### src/hw/ppictl_pkg.sv
/*
 * ppictl_pkg: register map, field layout and reset values of the port
 * pull-up and input level control block.
 * Assumes: one 32-bit APB slave, each register one aligned word.
 */
package ppictl_pkg;
    localparam int PPICTL_NPINS = 6;
    localparam int PPICTL_AW = 8;
    // register byte offsets
    localparam logic [7:0] PPICTL_OFS_LEVELS = 8'h00;
    localparam logic [7:0] PPICTL_OFS_DIR = 8'h04;
    localparam logic [7:0] PPICTL_OFS_LATCH = 8'h08;
    localparam logic [7:0] PPICTL_OFS_ANSEL = 8'h0C;
    localparam logic [7:0] PPICTL_OFS_PULLUP = 8'h10;
    localparam logic [7:0] PPICTL_OFS_THRESH = 8'h14;
    localparam logic [7:0] PPICTL_OFS_OPTION = 8'h18;
    // field positions
    localparam int PPICTL_GPU_BIT = 7;
    localparam logic [5:0] PPICTL_ANSEL_MASK = 6'h17;
    // reset values
    localparam logic [5:0] PPICTL_RST_PULLUP = 6'h3F;
    localparam logic [5:0] PPICTL_RST_THRESH = 6'h04;
    localparam logic [5:0] PPICTL_RST_DIR = 6'h3F;
    localparam logic [5:0] PPICTL_RST_LATCH = 6'h00;
    localparam logic [5:0] PPICTL_RST_ANSEL = 6'h17;
    localparam logic PPICTL_RST_GPU = 1'b1;
    // apb slave phases
    typedef enum logic [1:0] {
        PPICTL_ST_IDLE = 2'b01,
        PPICTL_ST_ACC = 2'b10
    } ppictl_apb_st_t;
endpackage : ppictl_pkg

### src/hw/ppictl_pad.sv
/*
 * ppictl_pad: per-pin pull-up gating and input buffer selection.
 * Assumes: pad provides both a schmitt and a ttl resolved level per pin.
 */
`timescale 1ns/1ps
module ppictl_pad #(
    parameter int NPINS = 6
) (
    // clock and reset
    input wire logic clk,
    input wire logic sys_rst,
    // configuration
    input wire logic [NPINS-1:0] pullup_en,
    input wire logic [NPINS-1:0] thresh_st,
    input wire logic [NPINS-1:0] dir_in,
    input wire logic global_pullup_disable_n,
    // pad side
    input wire logic [NPINS-1:0] pin_st,
    input wire logic [NPINS-1:0] pin_ttl,
    output logic [NPINS-1:0] pullup_on_r,
    output logic [NPINS-1:0] level_r
);
    // gate each pull-up by the global bit and by direction
    always_ff @(posedge clk) begin
        if (sys_rst) begin
            pullup_on_r <= '0;
        end else begin
            pullup_on_r <= pullup_en & dir_in & {NPINS{~global_pullup_disable_n}};
        end
    end

    // pick schmitt or ttl level per pin
    always_ff @(posedge clk) begin
        if (sys_rst) begin
            level_r <= '0;
        end else begin
            level_r <= (thresh_st & pin_st) | (~thresh_st & pin_ttl);
        end
    end
endmodule : ppictl_pad

### src/hw/ppictl_top.sv
/*
 * ppictl_top: six-pin port control with APB register access, pull-up
 * gating and input threshold selection.
 * Assumes: APB master in the clk domain; pads resolve levels externally.
 */
// Functional notes
// - pull-up enable bits 5..0, one per pin
// - pull-ups only when global disable bit clear
// - output pins lose pull-up one edge after their drive enable turns on
// - bits 7..6 of both registers read zero
// - threshold bit one schmitt, zero ttl
`timescale 1ns/1ps
module ppictl_top #(
    parameter int NPINS = ppictl_pkg::PPICTL_NPINS
) (
    // clock and reset
    input wire logic clk,
    input wire logic sys_rst,
    // apb slave
    input wire logic psel,
    input wire logic penable,
    input wire logic pwrite,
    input wire logic [ppictl_pkg::PPICTL_AW-1:0] paddr,
    input wire logic [31:0] pwdata,
    output logic [31:0] prdata,
    output logic pready,
    output logic pslverr,
    // port pins
    input wire logic [NPINS-1:0] port_pins_st,
    input wire logic [NPINS-1:0] port_pins_ttl,
    output logic [NPINS-1:0] port_pins_o,
    output logic [NPINS-1:0] port_pins_oe,
    output logic [NPINS-1:0] port_pins_pullup,
    output logic [NPINS-1:0] port_pins_analog
);
    import ppictl_pkg::*;

    logic [5:0] port_pin_pullup_enable_r;
    logic [5:0] port_input_threshold_select_r;
    logic [5:0] port_direction_r;
    logic [5:0] port_output_latch_r;
    logic [5:0] port_analog_select_r;
    logic global_pullup_disable_n_r;
    logic [NPINS-1:0] level_w;
    logic [NPINS-1:0] pull_w;
    logic [31:0] prdata_nxt;
    logic map_hit;
    ppictl_apb_st_t st_r;

    // true when the address names a register
    function automatic logic ppictl_hit(input logic [PPICTL_AW-1:0] a);
        ppictl_hit = (a == PPICTL_OFS_LEVELS) || (a == PPICTL_OFS_DIR) || (a == PPICTL_OFS_LATCH) ||
                     (a == PPICTL_OFS_ANSEL) || (a == PPICTL_OFS_PULLUP) || (a == PPICTL_OFS_THRESH) ||
                     (a == PPICTL_OFS_OPTION);
    endfunction : ppictl_hit

    logic wr_go;
    assign map_hit = ppictl_hit(paddr);
    assign wr_go = psel && penable && pwrite && (st_r == PPICTL_ST_ACC);

    // apb phase tracking: one wait state, answer on second access cycle
    always_ff @(posedge clk) begin
        if (sys_rst) begin
            st_r <= PPICTL_ST_IDLE;
        end else begin
            case (st_r)
                PPICTL_ST_IDLE: st_r <= (psel && penable) ? PPICTL_ST_ACC : PPICTL_ST_IDLE;
                PPICTL_ST_ACC: st_r <= PPICTL_ST_IDLE;
                default: st_r <= PPICTL_ST_IDLE;
            endcase
        end
    end

    // pready and pslverr registered, one cycle pulse
    always_ff @(posedge clk) begin
        if (sys_rst) begin
            pready <= 1'b0;
            pslverr <= 1'b0;
        end else begin
            pready <= psel && penable && (st_r == PPICTL_ST_IDLE) && !pready;
            pslverr <= psel && penable && (st_r == PPICTL_ST_IDLE) && !pready && !map_hit;
        end
    end

    // register writes take effect at the completing edge
    always_ff @(posedge clk) begin
        if (sys_rst) begin
            port_pin_pullup_enable_r <= PPICTL_RST_PULLUP;
            port_input_threshold_select_r <= PPICTL_RST_THRESH;
            port_direction_r <= PPICTL_RST_DIR;
            port_output_latch_r <= PPICTL_RST_LATCH;
            port_analog_select_r <= PPICTL_RST_ANSEL;
            global_pullup_disable_n_r <= PPICTL_RST_GPU;
        end else if (wr_go && pready) begin
            case (paddr)
                PPICTL_OFS_PULLUP: port_pin_pullup_enable_r <= pwdata[5:0];
                PPICTL_OFS_THRESH: port_input_threshold_select_r <= pwdata[5:0];
                PPICTL_OFS_DIR: port_direction_r <= pwdata[5:0];
                PPICTL_OFS_LATCH, PPICTL_OFS_LEVELS: port_output_latch_r <= pwdata[5:0];
                PPICTL_OFS_ANSEL: port_analog_select_r <= pwdata[5:0] & PPICTL_ANSEL_MASK;
                PPICTL_OFS_OPTION: global_pullup_disable_n_r <= pwdata[PPICTL_GPU_BIT];
                default: ;
            endcase
        end
    end

    // read mux, upper bits zero
    always_comb begin
        prdata_nxt = 32'h0000_0000;
        case (paddr)
            PPICTL_OFS_LEVELS: prdata_nxt[5:0] = level_w;
            PPICTL_OFS_DIR: prdata_nxt[5:0] = port_direction_r;
            PPICTL_OFS_LATCH: prdata_nxt[5:0] = port_output_latch_r;
            PPICTL_OFS_ANSEL: prdata_nxt[5:0] = port_analog_select_r;
            PPICTL_OFS_PULLUP: prdata_nxt[5:0] = port_pin_pullup_enable_r;
            PPICTL_OFS_THRESH: prdata_nxt[5:0] = port_input_threshold_select_r;
            PPICTL_OFS_OPTION: prdata_nxt[PPICTL_GPU_BIT] = global_pullup_disable_n_r;
            default: prdata_nxt = 32'h0000_0000;
        endcase
    end

    // read data registered with pready
    always_ff @(posedge clk) begin
        if (sys_rst) begin
            prdata <= 32'h0000_0000;
        end else if (psel && penable && !pwrite && (st_r == PPICTL_ST_IDLE) && !pready) begin
            prdata <= prdata_nxt;
        end
    end

    // pin drive from latch and direction
    always_ff @(posedge clk) begin
        if (sys_rst) begin
            port_pins_o <= '0;
            port_pins_oe <= '0;
            port_pins_analog <= '0;
            port_pins_pullup <= '0;
        end else begin
            port_pins_o <= port_output_latch_r;
            port_pins_oe <= ~port_direction_r;
            port_pins_analog <= port_analog_select_r;
            port_pins_pullup <= pull_w;
        end
    end

    ppictl_pad #(
        .NPINS(NPINS)
    ) u_pad (
        .clk(clk),
        .sys_rst(sys_rst),
        .pullup_en(port_pin_pullup_enable_r),
        .thresh_st(port_input_threshold_select_r),
        .dir_in(port_direction_r),
        .global_pullup_disable_n(global_pullup_disable_n_r),
        .pin_st(port_pins_st),
        .pin_ttl(port_pins_ttl),
        .pullup_on_r(pull_w),
        .level_r(level_w)
    );
endmodule : ppictl_top

### config.mk
export PLATFORM = sky130hd
export DESIGN_NAME = ppictl_top
export DESIGN_NICKNAME = d
export VERILOG_FILES = /design/src/hw/ppictl_pkg.sv /design/src/hw/ppictl_pad.sv /design/src/hw/ppictl_top.sv
export SDC_FILE = /design/constraint.sdc
export NUM_CORES = 1
export LEC_CHECK = 0
export BUFFER_PORTS_ARGS = -buffer_cell sky130_fd_sc_hd__buf_2
export CAP_MARGIN = 20
export CORE_ASPECT_RATIO = 0.9
export CORE_MARGIN = 2
export CORE_UTILIZATION = 50
export DETAILED_ROUTE_END_ITERATION = 12
export PLACE_DENSITY = 0.82
export SYNTH_ARGS = -nofsm -noshare
export SYNTH_HDL_FRONTEND = slang
export SYNTH_HIERARCHICAL = 1
export SYNTH_SLANG_ARGS = --single-unit
### constraint.sdc
create_clock -name clk -period 6.3 [get_ports clk]
set_input_delay 1.26 -clock clk [delete_from_list [all_inputs] [get_ports clk]]
set_output_delay 1.26 -clock clk [all_outputs]
set_load 0.01 [all_outputs]
==> results of run 1 <==
-- synth_stat cells, types with 2 or more instances --
cell / number / share of area, %
o22ai_1: 3 / 0.63
nand3_1: 8 / 1.4
a21oi_1: 8 / 1.4
buf_4: 27 / 6.8
mux2_2: 5 / 1.9
o2bb2ai_1: 2 / 0.59
and3_1: 7 / 1.5
mux2i_1: 30 / 10
a32o_1: 2 / 0.68
a22oi_1: 5 / 1.3
nor3_4: 2 / 1.1
a31oi_1: 3 / 0.63
nand4b_1: 2 / 0.59
clkbuf_1: 8 / 1.0
nand2_1: 16 / 2.0
mux4_2: 3 / 2.3
dfxtp_1: 74 / 50
nor2b_1: 19 / 4.0
or4_1: 2 / 0.51
nor4_1: 2 / 0.42
buf_1: 2 / 0.25
o21ai_0: 8 / 1.4
nor2_1: 36 / 4.6
inv_1: 3 / 0.38
-- layer usage --
| layer | wire [um] | share of wire, % | vias to the layer above | track usage [%] |
|---|---|---|---|---|
| met4 | 111 | 1.8 | 0 | 6.51 |
| met1 | 2730 | 45 | 1021 | 24.0 |
| met3 | 434 | 7.1 | 13 | 8.40 |
| met2 | 2810 | 46 | 85 | 30.3 |
| li1 | - | - | 1091 | - |
| met5 | 0 | 0 | - | 0 |
-- cells by family (layout without fill, tap and decap cells) --
group / Yosys count / after routing / synth area share [%]
compound gates: 35 / 35 / 7.68
buf+inv: 43 / 82 / 9.37
flops: 74 / 74 / 50.0
mux: 38 / 38 / 14.3
other cells: 1 / 27 / 0.126
simple gates: 103 / 103 / 18.6
-- power groups by stage --
| stage | combinational, uW | sequential, uW | clock (uW) |
|---|---|---|---|
| 2_1_floorplan | 49.3 | 486 | 0 |
| 3_3_place_gp | 57.6 | 485 | 0 |
| 3_5_place_dp | 58.9 | 485 | 0 |
| 4_1_cts | 59.0 | 474 | 378 |
| 5_1_grt | 65.2 | 475 | 399 |
| 6_report | 59.4 | 474 | 373 |
-- stage by stage --
| stage | instance area, um^2 | hold slack (ps) | util (%) |
|---|---|---|---|
| CTS | 3410 | 438 | 59.8 |
| global route | 3410 | 458 | 59.8 |
| finish | 3410 | 437 | 59.8 |
| global placement | 3200 | 417 | 56.2 |
| floorplan | 3060 | 413 | - |
| detailed placement | 3200 | 420 | 56.2 |
-- registers in the layout, indices dropped and copies added, names as in the netlist --
name / cells
port_direction_r: 6
prdata: 7
port_pins_analog: 4
pslverr: 1
port_pin_pullup_enable_r: 6
port_output_latch_r: 6
port_analog_select_r: 4
port_pins_pullup: 6
port_pins_o: 6
port_input_threshold_select_r: 6
global_pullup_disable_n_r: 1
port_pins_oe: 6
st_r: 2
u_pad/level_r: 6
pready: 1
u_pad/pullup_on_r: 6
-- layout by cell type, fill, tap and decap left out, drive strengths merged, types with 2 or more instances in the layout --
| cell | netlist | routed |
|---|---|---|
| dfxtp | 74 | 74 |
| and3 | 7 | 7 |
| a22oi | 5 | 5 |
| nor2 | 37 | 37 |
| clkinvlp | 0 | 2 |
| o22ai | 3 | 3 |
| mux4 | 3 | 3 |
| o21ai | 8 | 8 |
| conb | 1 | 27 |
| clkbuf | 8 | 12 |
| nand2 | 16 | 16 |
| o2bb2ai | 2 | 2 |
| nor2b | 19 | 19 |
| nand3 | 8 | 8 |
| mux2i | 30 | 30 |
| nand4b | 2 | 2 |
| or4 | 3 | 3 |
| nor3 | 3 | 3 |
| inv | 3 | 3 |
| a31oi | 3 | 3 |
| a21oi | 8 | 8 |
| a32o | 2 | 2 |
| nor4 | 3 | 3 |
| mux2 | 5 | 5 |
| buf | 31 | 63 |
-- worst paths after layout --
check,from,endpoint,depth (start not counted)
worst min-delay path,u_pad/pullup_on_r[5],port_pins_pullup[5],1
worst max register to register,pready,port_direction_r[3],4
worst max-delay path,paddr[0],port_direction_r[3],5
worst min register to register,u_pad/pullup_on_r[5],port_pins_pullup[5],1
-- area by class of cell --
type / count / area [um^2] / area share, %
clock inverters: 4 / 50.0 / 1.47
flip-flops and latches: 74 / 1480 / 43.5
well taps: 70 / 87.6 / 2.57
clock buffers: 12 / 155 / 4.55
multi-input cells: 203 / 1300 / 38.3
repair buffers: 63 / 318 / 9.33
inverters: 3 / 11.3 / 0.331
==> impl_metrics.tcl, run 1 <==
set metrics [dict create \
    status "finished, final reports clean" \
    min_period_over_period_pct 50.7 \
    antenna_found_initial 0 \
    core_area_um2 5690 \
    drive_gt1_share_pct 25.6 \
    finalNonFillerCells 429 \
    critPathTopFamily "simple AND/OR/NAND/NOR gates" \
    clockBufferDepth 2 \
    grt_max_degree 59 \
    die_area_um2 6560 \
    cts_root_buffer "clkbuf_8" \
    critical_path_class "in2reg" \
    intPower_uw 697 \
    ios 115 \
    clock-sinks 74 \
    cts_tree "built" \
    maxCapViolCount 0 \
    drc_errors 0 \
    synthCells 294 \
    initial_core_util_pct 52.1 \
    diodes 0 \
    slew_viol_final 0 \
    crit_slowest_cell "or4_1" \
    slew_headroom_pct 32.7 \
    drt-total-wl_um 6090 \
    async_flop_share_pct 0 \
    p_clk_share_pct 41.1 \
    fmax_mhz 313 \
    ant_nets 0 \
    seq_area_frac_synth_pct 50.0 \
    portBuffers 62 \
    start_kind "primary input" \
    finalWeightedCongestion 0.898 \
    worstMarginPinSlew_ps 1010 \
    fin_skew_ps 11.2 \
    dp_cells 413 \
    drt-vias-per-instance 5.15 \
    die_x_um 85.2 \
    crit_buf_inv 1 \
    finalHoldViolCount 0 \
    grt_pass1_vias 1976 \
    rsz0062_at_grt "false" \
    swShare_pct 23.2 \
    wl_per_cell_um 14.2 \
    clk_pin_slew_worst_paths_ps 70 \
    fin_setup_tns_ps 0 \
    p_total_uw 907 \
    final-setup-viol-count 0 \
    comb_power_share_pct 6.6 \
    place_ws_ps 2740 \
    fin_ws_ps 3100 \
    grt_overflow 0 \
    crit_path_end_kind "register" \
    post_cts_buffers 0 \
    nNetsFinal 411 \
    p_leak_uw 0.00147 \
    htreeDepth 3 \
    hp-class "reg2reg" \
    arrival_ps 3470 \
    yosys_register_bits 74 \
    cts_buffers 9 \
    ff2ff_setup_slack_ps 4160 \
    num_vias 2210 \
    worstPathMaxFanout 9 \
    post_cts_resized 0 \
    yosys_warnings 6 \
    clock_latency_ps 360 \
    p_per_area_nw_per_um2 266 \
    grt_pass1_wl_um 9630 \
    area_delta_synth_final_pct 14.9 \
    hold_buffers 0 \
    syn_area_um2 2970 \
    die_h_um 77.1 \
    crit_required_ps 6580 \
    p_sw_uw 210 \
    drt-initial-drc-count 148 \
    ys_types 41 \
    pwr-share-seq_pct 52.3 \
    place_hpwl_um 4420 \
    critPathMaxStageDelay_ps 730 \
    num_rows 26 \
    period_needed_ps 3200 \
    grt_util_all_layers_pct 19.4 \
    dr.pass1.iters 5 \
    ys.flop_type "dfxtp_1" \
    synth-edff-count 0 \
    cp_cell_sequence "buf_2, or4_4, or4_1, nor4_4, mux2i_1" \
    peakVddDrop_v 0.000292 \
    num-fill-cells 484 \
    syn_avg_cell_area_um2 10.1 \
]
No activity file was read; power rests on OpenSTA's default activity.
==> run 2: changes to the inputs <==
--- a/config.mk
+++ b/config.mk
@@ -9,9 +9,9 @@
 export CAP_MARGIN = 20
 export CORE_ASPECT_RATIO = 0.9
 export CORE_MARGIN = 2
-export CORE_UTILIZATION = 50
+export CORE_UTILIZATION = 44
 export DETAILED_ROUTE_END_ITERATION = 12
-export PLACE_DENSITY = 0.82
+export PLACE_DENSITY = 0.76
 export SYNTH_ARGS = -nofsm -noshare
 export SYNTH_HDL_FRONTEND = slang
 export SYNTH_HIERARCHICAL = 1
==> constraint.sdc (replaced) <==
create_clock -name clk -period 2.55 [get_ports clk]
set_input_delay 0.51 -clock clk [delete_from_list [all_inputs] [get_ports clk]]
set_output_delay 0.51 -clock clk [all_outputs]
set_load 0.01 [all_outputs]
==> run 2 against run 1 <==
Non-clock buffer count up 7; first-iteration DRC count shrank 24%; clock power grew to 2.5 times the previous value; register-to-register slack worse by 3500 ps; global-route usage is 2.0 points lower; via count up 3.6%; largest power group unchanged; highest routed layer unchanged.
==> impl_metrics.tcl, run 2 (synthesis results as in run 1) <==
set metrics [dict create \
    fin_setup_tns_ps 0 \
    post_cts_buffers 0 \
    die_area_um2 7410 \
    diodes 0 \
    gr-usage-met2_pct 29.8 \
    comb_power_share_pct 6.7 \
    slew_headroom_pct 58.6 \
    core_area_um2 6550 \
    drt-total-wl_um 6410 \
    maxCapViolCount 0 \
    crit_path_start "paddr[0]" \
    crit_required_ps 2830 \
    num-fill-cells 614 \
    ant_nets 0 \
    grt_util_all_layers_pct 17.4 \
    portBuffers 62 \
    p_sw_uw 511 \
    num_vias 2289 \
    ff2ff_setup_slack_ps 690 \
    clk_pin_slew_worst_paths_ps 70 \
    p_clk_share_pct 41.8 \
    intPower_uw 1760 \
    initial_core_util_pct 45.3 \
    finalNonFillerCells 455 \
    hp-class "in2reg" \
    wl_per_cell_um 14.1 \
    largest_reg_flops 7 \
    clockBufferDepth 2 \
    num_rows 28 \
    regMostFlops "prdata" \
    antenna_found_initial 0 \
    final-setup-viol-count 0 \
    cp_cell_sequence "buf_2, or4_4, or4_1, nor3_4, buf_12, mux2i_1" \
    clock_latency_ps 350 \
    grt_pass1_vias 2090 \
    slew_viol_final 0 \
    finalWeightedCongestion 0.848 \
    start_kind "primary input" \
    place_hpwl_um 4740 \
    worstMarginPinSlew_ps 616 \
    swShare_pct 22.5 \
    crit_end "port_pin_pullup_enable_r[1]" \
    area_delta_synth_final_pct 18.0 \
    rsz0062_at_grt "false" \
    r2r_start "pready" \
    ios 115 \
    worstPathMaxFanout 6 \
    htreeDepth 3 \
    fin_skew_ps 6.37 \
    drt-initial-drc-count 113 \
    grt_pass1_wl_um 9880 \
    dr.pass1.iters 4 \
    cts_tree "built" \
    grt_max_degree 31 \
    period_needed_ps 2170 \
    p_leak_uw 0.00151 \
    crit_slowest_cell "or4_1" \
    cts_buffers 9 \
    nNetsFinal 418 \
    met1_usage_pct 20.8 \
    fmax_mhz 461 \
    status "finished, final reports clean" \
    finalHoldViolCount 0 \
    pwr-share-seq_pct 51.5 \
    final_cell_mix "dfxtp_1, buf_2, nor2_1, mux2i_1, conb_1" \
    p_per_area_nw_per_um2 650 \
    hold_buffers 0 \
    arrival_ps 2440 \
    post_cts_resized 0 \
    cts_root_buffer "clkbuf_8" \
    reg2reg_depth 5 \
    die_x_um 90.5 \
    peakVddDrop_v 0.000386 \
    critPathMaxStageDelay_ps 670 \
    timing.rr.end "port_pin_pullup_enable_r[1]" \
    critical_path_class "in2reg" \
    clock-sinks 74 \
    grt-busiest-layer "met2" \
    die_h_um 81.9 \
    min_period_over_period_pct 85.1 \
    grt_util_met3_pct 6.51 \
    drive_gt1_share_pct 26.8 \
    dp_cells 440 \
    drt-vias-per-instance 5.03 \
    grt_overflow 0 \
    drc_errors 0 \
    crit_path_end_kind "register" \
    final_common_cell "dfxtp_1" \
]
run 2: cell types whose count changed in the layout (fill, tap and decap cells not counted):
cell	delta
clkbuf_8	-2
buf_4	+6
buf_12	+1
bufinv_16	+1
run 2: critical path: cells and delay by family:
kind,cells,cell delay [ps]
buffers and inverters,2,250
multiplexers,1,190
AND/OR/NAND/NOR,3,1480
run 2: power groups by stage:
stage / registers [uW] / logic, uW / clock network (uW)
3_3_place_gp: 1200 / 146 / 0
4_1_cts: 1170 / 150 / 966
2_1_floorplan: 1200 / 122 / 0
3_5_place_dp: 1200 / 150 / 0
6_report: 1170 / 151 / 950
5_1_grt: 1170 / 167 / 1030
run 2: cell type report:
type | count | area [um^2] | area share, %
clock buffers | 10 | 128 | 3.65
clock inverters | 5 | 80.1 | 2.29
inverters | 3 | 11.3 | 0.322
multi-input cells | 203 | 1300 | 37.3
flip-flops and latches | 74 | 1480 | 42.3
well taps | 90 | 113 | 3.22
repair buffers | 70 | 383 | 10.9
run 2: per-layer routing:
| layer | vias up | part of all wire [%] |
|---|---|---|
| li1 | 1103 | - |
| met1 | 1082 | 42 |
| met2 | 94 | 48 |
| met3 | 10 | 8.5 |
| met4 | 0 | 1.2 |
| met5 | - | 0 |
run 2: worst min path at each step:
stage | start | end | cells past startpoint
after floorplan | port_direction_r[3] | port_pins_oe[3] | 1
after global placement | u_pad/pullup_on_r[4] | port_pins_pullup[4] | 1
after detailed placement | u_pad/pullup_on_r[3] | port_pins_pullup[3] | 1
after CTS | port_pins_ttl[1] | u_pad/level_r[1] | 3
after global routing | pwdata[2] | port_output_latch_r[2] | 3
final | port_pins_ttl[2] | u_pad/level_r[2] | 3
run 2: per-stage QoR:
stage	utilization [%]	power [uW]	area (um^2)	setup WS (ps)	hold WS (ps)
global placement	50.2	1340	3290	61.0	417
CTS	53.4	2290	3500	378	389
finish	53.4	2270	3500	381	390
detailed placement	50.2	1350	3290	28.2	428
floorplan	-	1320	3060	220	413
global route	53.4	2360	3500	287	408
==> run 3: changes to the inputs <==
--- a/config.mk
+++ b/config.mk
@@ -12,6 +12,7 @@
 export CORE_UTILIZATION = 44
 export DETAILED_ROUTE_END_ITERATION = 12
 export PLACE_DENSITY = 0.76
+export RECOVER_POWER = 50
 export SYNTH_ARGS = -nofsm -noshare
 export SYNTH_HDL_FRONTEND = slang
 export SYNTH_HIERARCHICAL = 1
==> run 3 against run 2 <==
Register-to-register slack hardly changed; global-route usage stayed put; clock power is essentially flat; via count is essentially flat; critical path type unchanged; highest routed layer unchanged.
==> impl_metrics.tcl, run 3 (synthesis results as in run 1) <==
set metrics [dict create \
    htreeDepth 3 \
    hp-class "in2reg" \
    clock_latency_ps 350 \
    ant_nets 0 \
    drt-initial-drc-count 127 \
    hold_buffers 0 \
    multi_input_area_um2 1300 \
    topRoutingLayerUsed "met4" \
    finalNonFillerCells 455 \
    clockBufferDepth 2 \
    finalWeightedCongestion 0.848 \
    min_period_over_period_pct 85.3 \
    diodes 0 \
    grt_util_all_layers_pct 17.4 \
    worstPathMaxFanout 6 \
    fin_ws_ps 374 \
    worstMarginPinSlew_ps 1340 \
    largest_reg_flops 7 \
    whs_ps 389 \
    grt_overflow 0 \
    critical_path_class "in2reg" \
    finalHoldViolCount 0 \
    core_area_um2 6550 \
    grt_pass1_vias 2090 \
    portBuffers 62 \
    maxCapViolCount 0 \
    dp_cells 440 \
    period_needed_ps 2180 \
    place_hpwl_um 4740 \
    start_kind "primary input" \
    clk_pin_slew_worst_paths_ps 70 \
    fin_skew_ps 6.21 \
    drt-total-wl_um 6510 \
    final_common_cell "dfxtp_1" \
    wl_met2_um 3070 \
    drive_gt1_share_pct 21.9 \
    p_leak_uw 0.00144 \
    arrival_ps 2450 \
    cts_tree "built" \
    fin_setup_tns_ps 0 \
    post_cts_buffers 0 \
    nNetsFinal 418 \
    num-fill-cells 620 \
    wl_met1_um 2880 \
    cts_buffers 9 \
    slew_viol_final 0 \
    final_cell_mix "dfxtp_1, buf_2, nor2_1, mux2i_1, conb_1" \
    p_per_area_nw_per_um2 655 \
    seq_area_um2 1480 \
    place_ws_ps 28.2 \
    antenna_found_initial 0 \
    die_area_um2 7410 \
    grt_max_degree 31 \
    drt-vias-per-instance 5.03 \
    ios 115 \
    clock-sinks 74 \
    dr_wl_met3_um 497 \
    peakVddDrop_v 0.000386 \
    dr.pass1.iters 4 \
    num_vias 2288 \
    wl_per_cell_um 14.3 \
    die_x_um 90.5 \
    slew_headroom_pct 10.6 \
    die_h_um 81.9 \
    grt_pass1_wl_um 9880 \
    initial_core_util_pct 45.3 \
    post_cts_resized 0 \
    crit_required_ps 2820 \
    rsz0062_at_grt "false" \
    area_delta_synth_final_pct 17.1 \
    regMostFlops "prdata" \
    cts_root_buffer "clkbuf_8" \
    num_rows 28 \
    fmax_mhz 460 \
    finalInstanceArea_um2 3470 \
    crit_path_end_kind "register" \
    final-setup-viol-count 0 \
    drc_errors 0 \
    status "finished, final reports clean" \
    place_area_um2 3290 \
]
==> run 3: changes by cell type in the layout (fill, tap and decap cells not counted) <==
cell	change
buf_2	-16
buf_4	-1
clkbuf_1	+17
nor2_1	+1
nor2_2	-1
==> run 3: final timing paths <==
kind,startpoint,end,slack [ps],cells past startpoint
setup / recovery,paddr[0],port_pin_pullup_enable_r[1],370,6
hold / removal,port_pins_ttl[2],u_pad/level_r[2],390,3
setup reg to reg,pready,port_pin_pullup_enable_r[1],680,5
hold reg to reg,u_pad/pullup_on_r[3],port_pins_pullup[3],440,1
==> run 3: critical path, stage by stage <==
cell and delay [ps]:
buf_2 90, or4_4 550, or4_1 670, nor3_4 260, buf_12 160, mux2i_1 190
==> run 3: layout make-up <==
class	instances	area share, %
Sequential cell	74	42.7
Multi-Input combinational cell	203	37.5
Timing Repair Buffer	70	10.3
Clock buffer	10	3.67
Tap cell	90	3.24
Clock inverter	5	2.31
Inverter	3	0.324
==> run 3: power breakdown <==
group	internal (uW)	total (uW)	switching (uW)
Combinational	50.5	150	99.6
Sequential	1170	1170	5.21
Clock	543	951	408
==> run 3: routing by layer <==
metal | vias up | GRT usage (%)
li1 | 1104 | -
met1 | 1075 | 20.8
met2 | 102 | 29.8
met3 | 7 | 6.51
met4 | 0 | 5.08
met5 | - | 0
==> run 3: stage by stage <==
stage	total power [uW]	utilization (%)
after floorplan	1320	-
after global placement	1340	50.2
after detailed placement	1350	50.2
after CTS	2290	53.4
after global routing	2360	53.0
final	2270	53.0
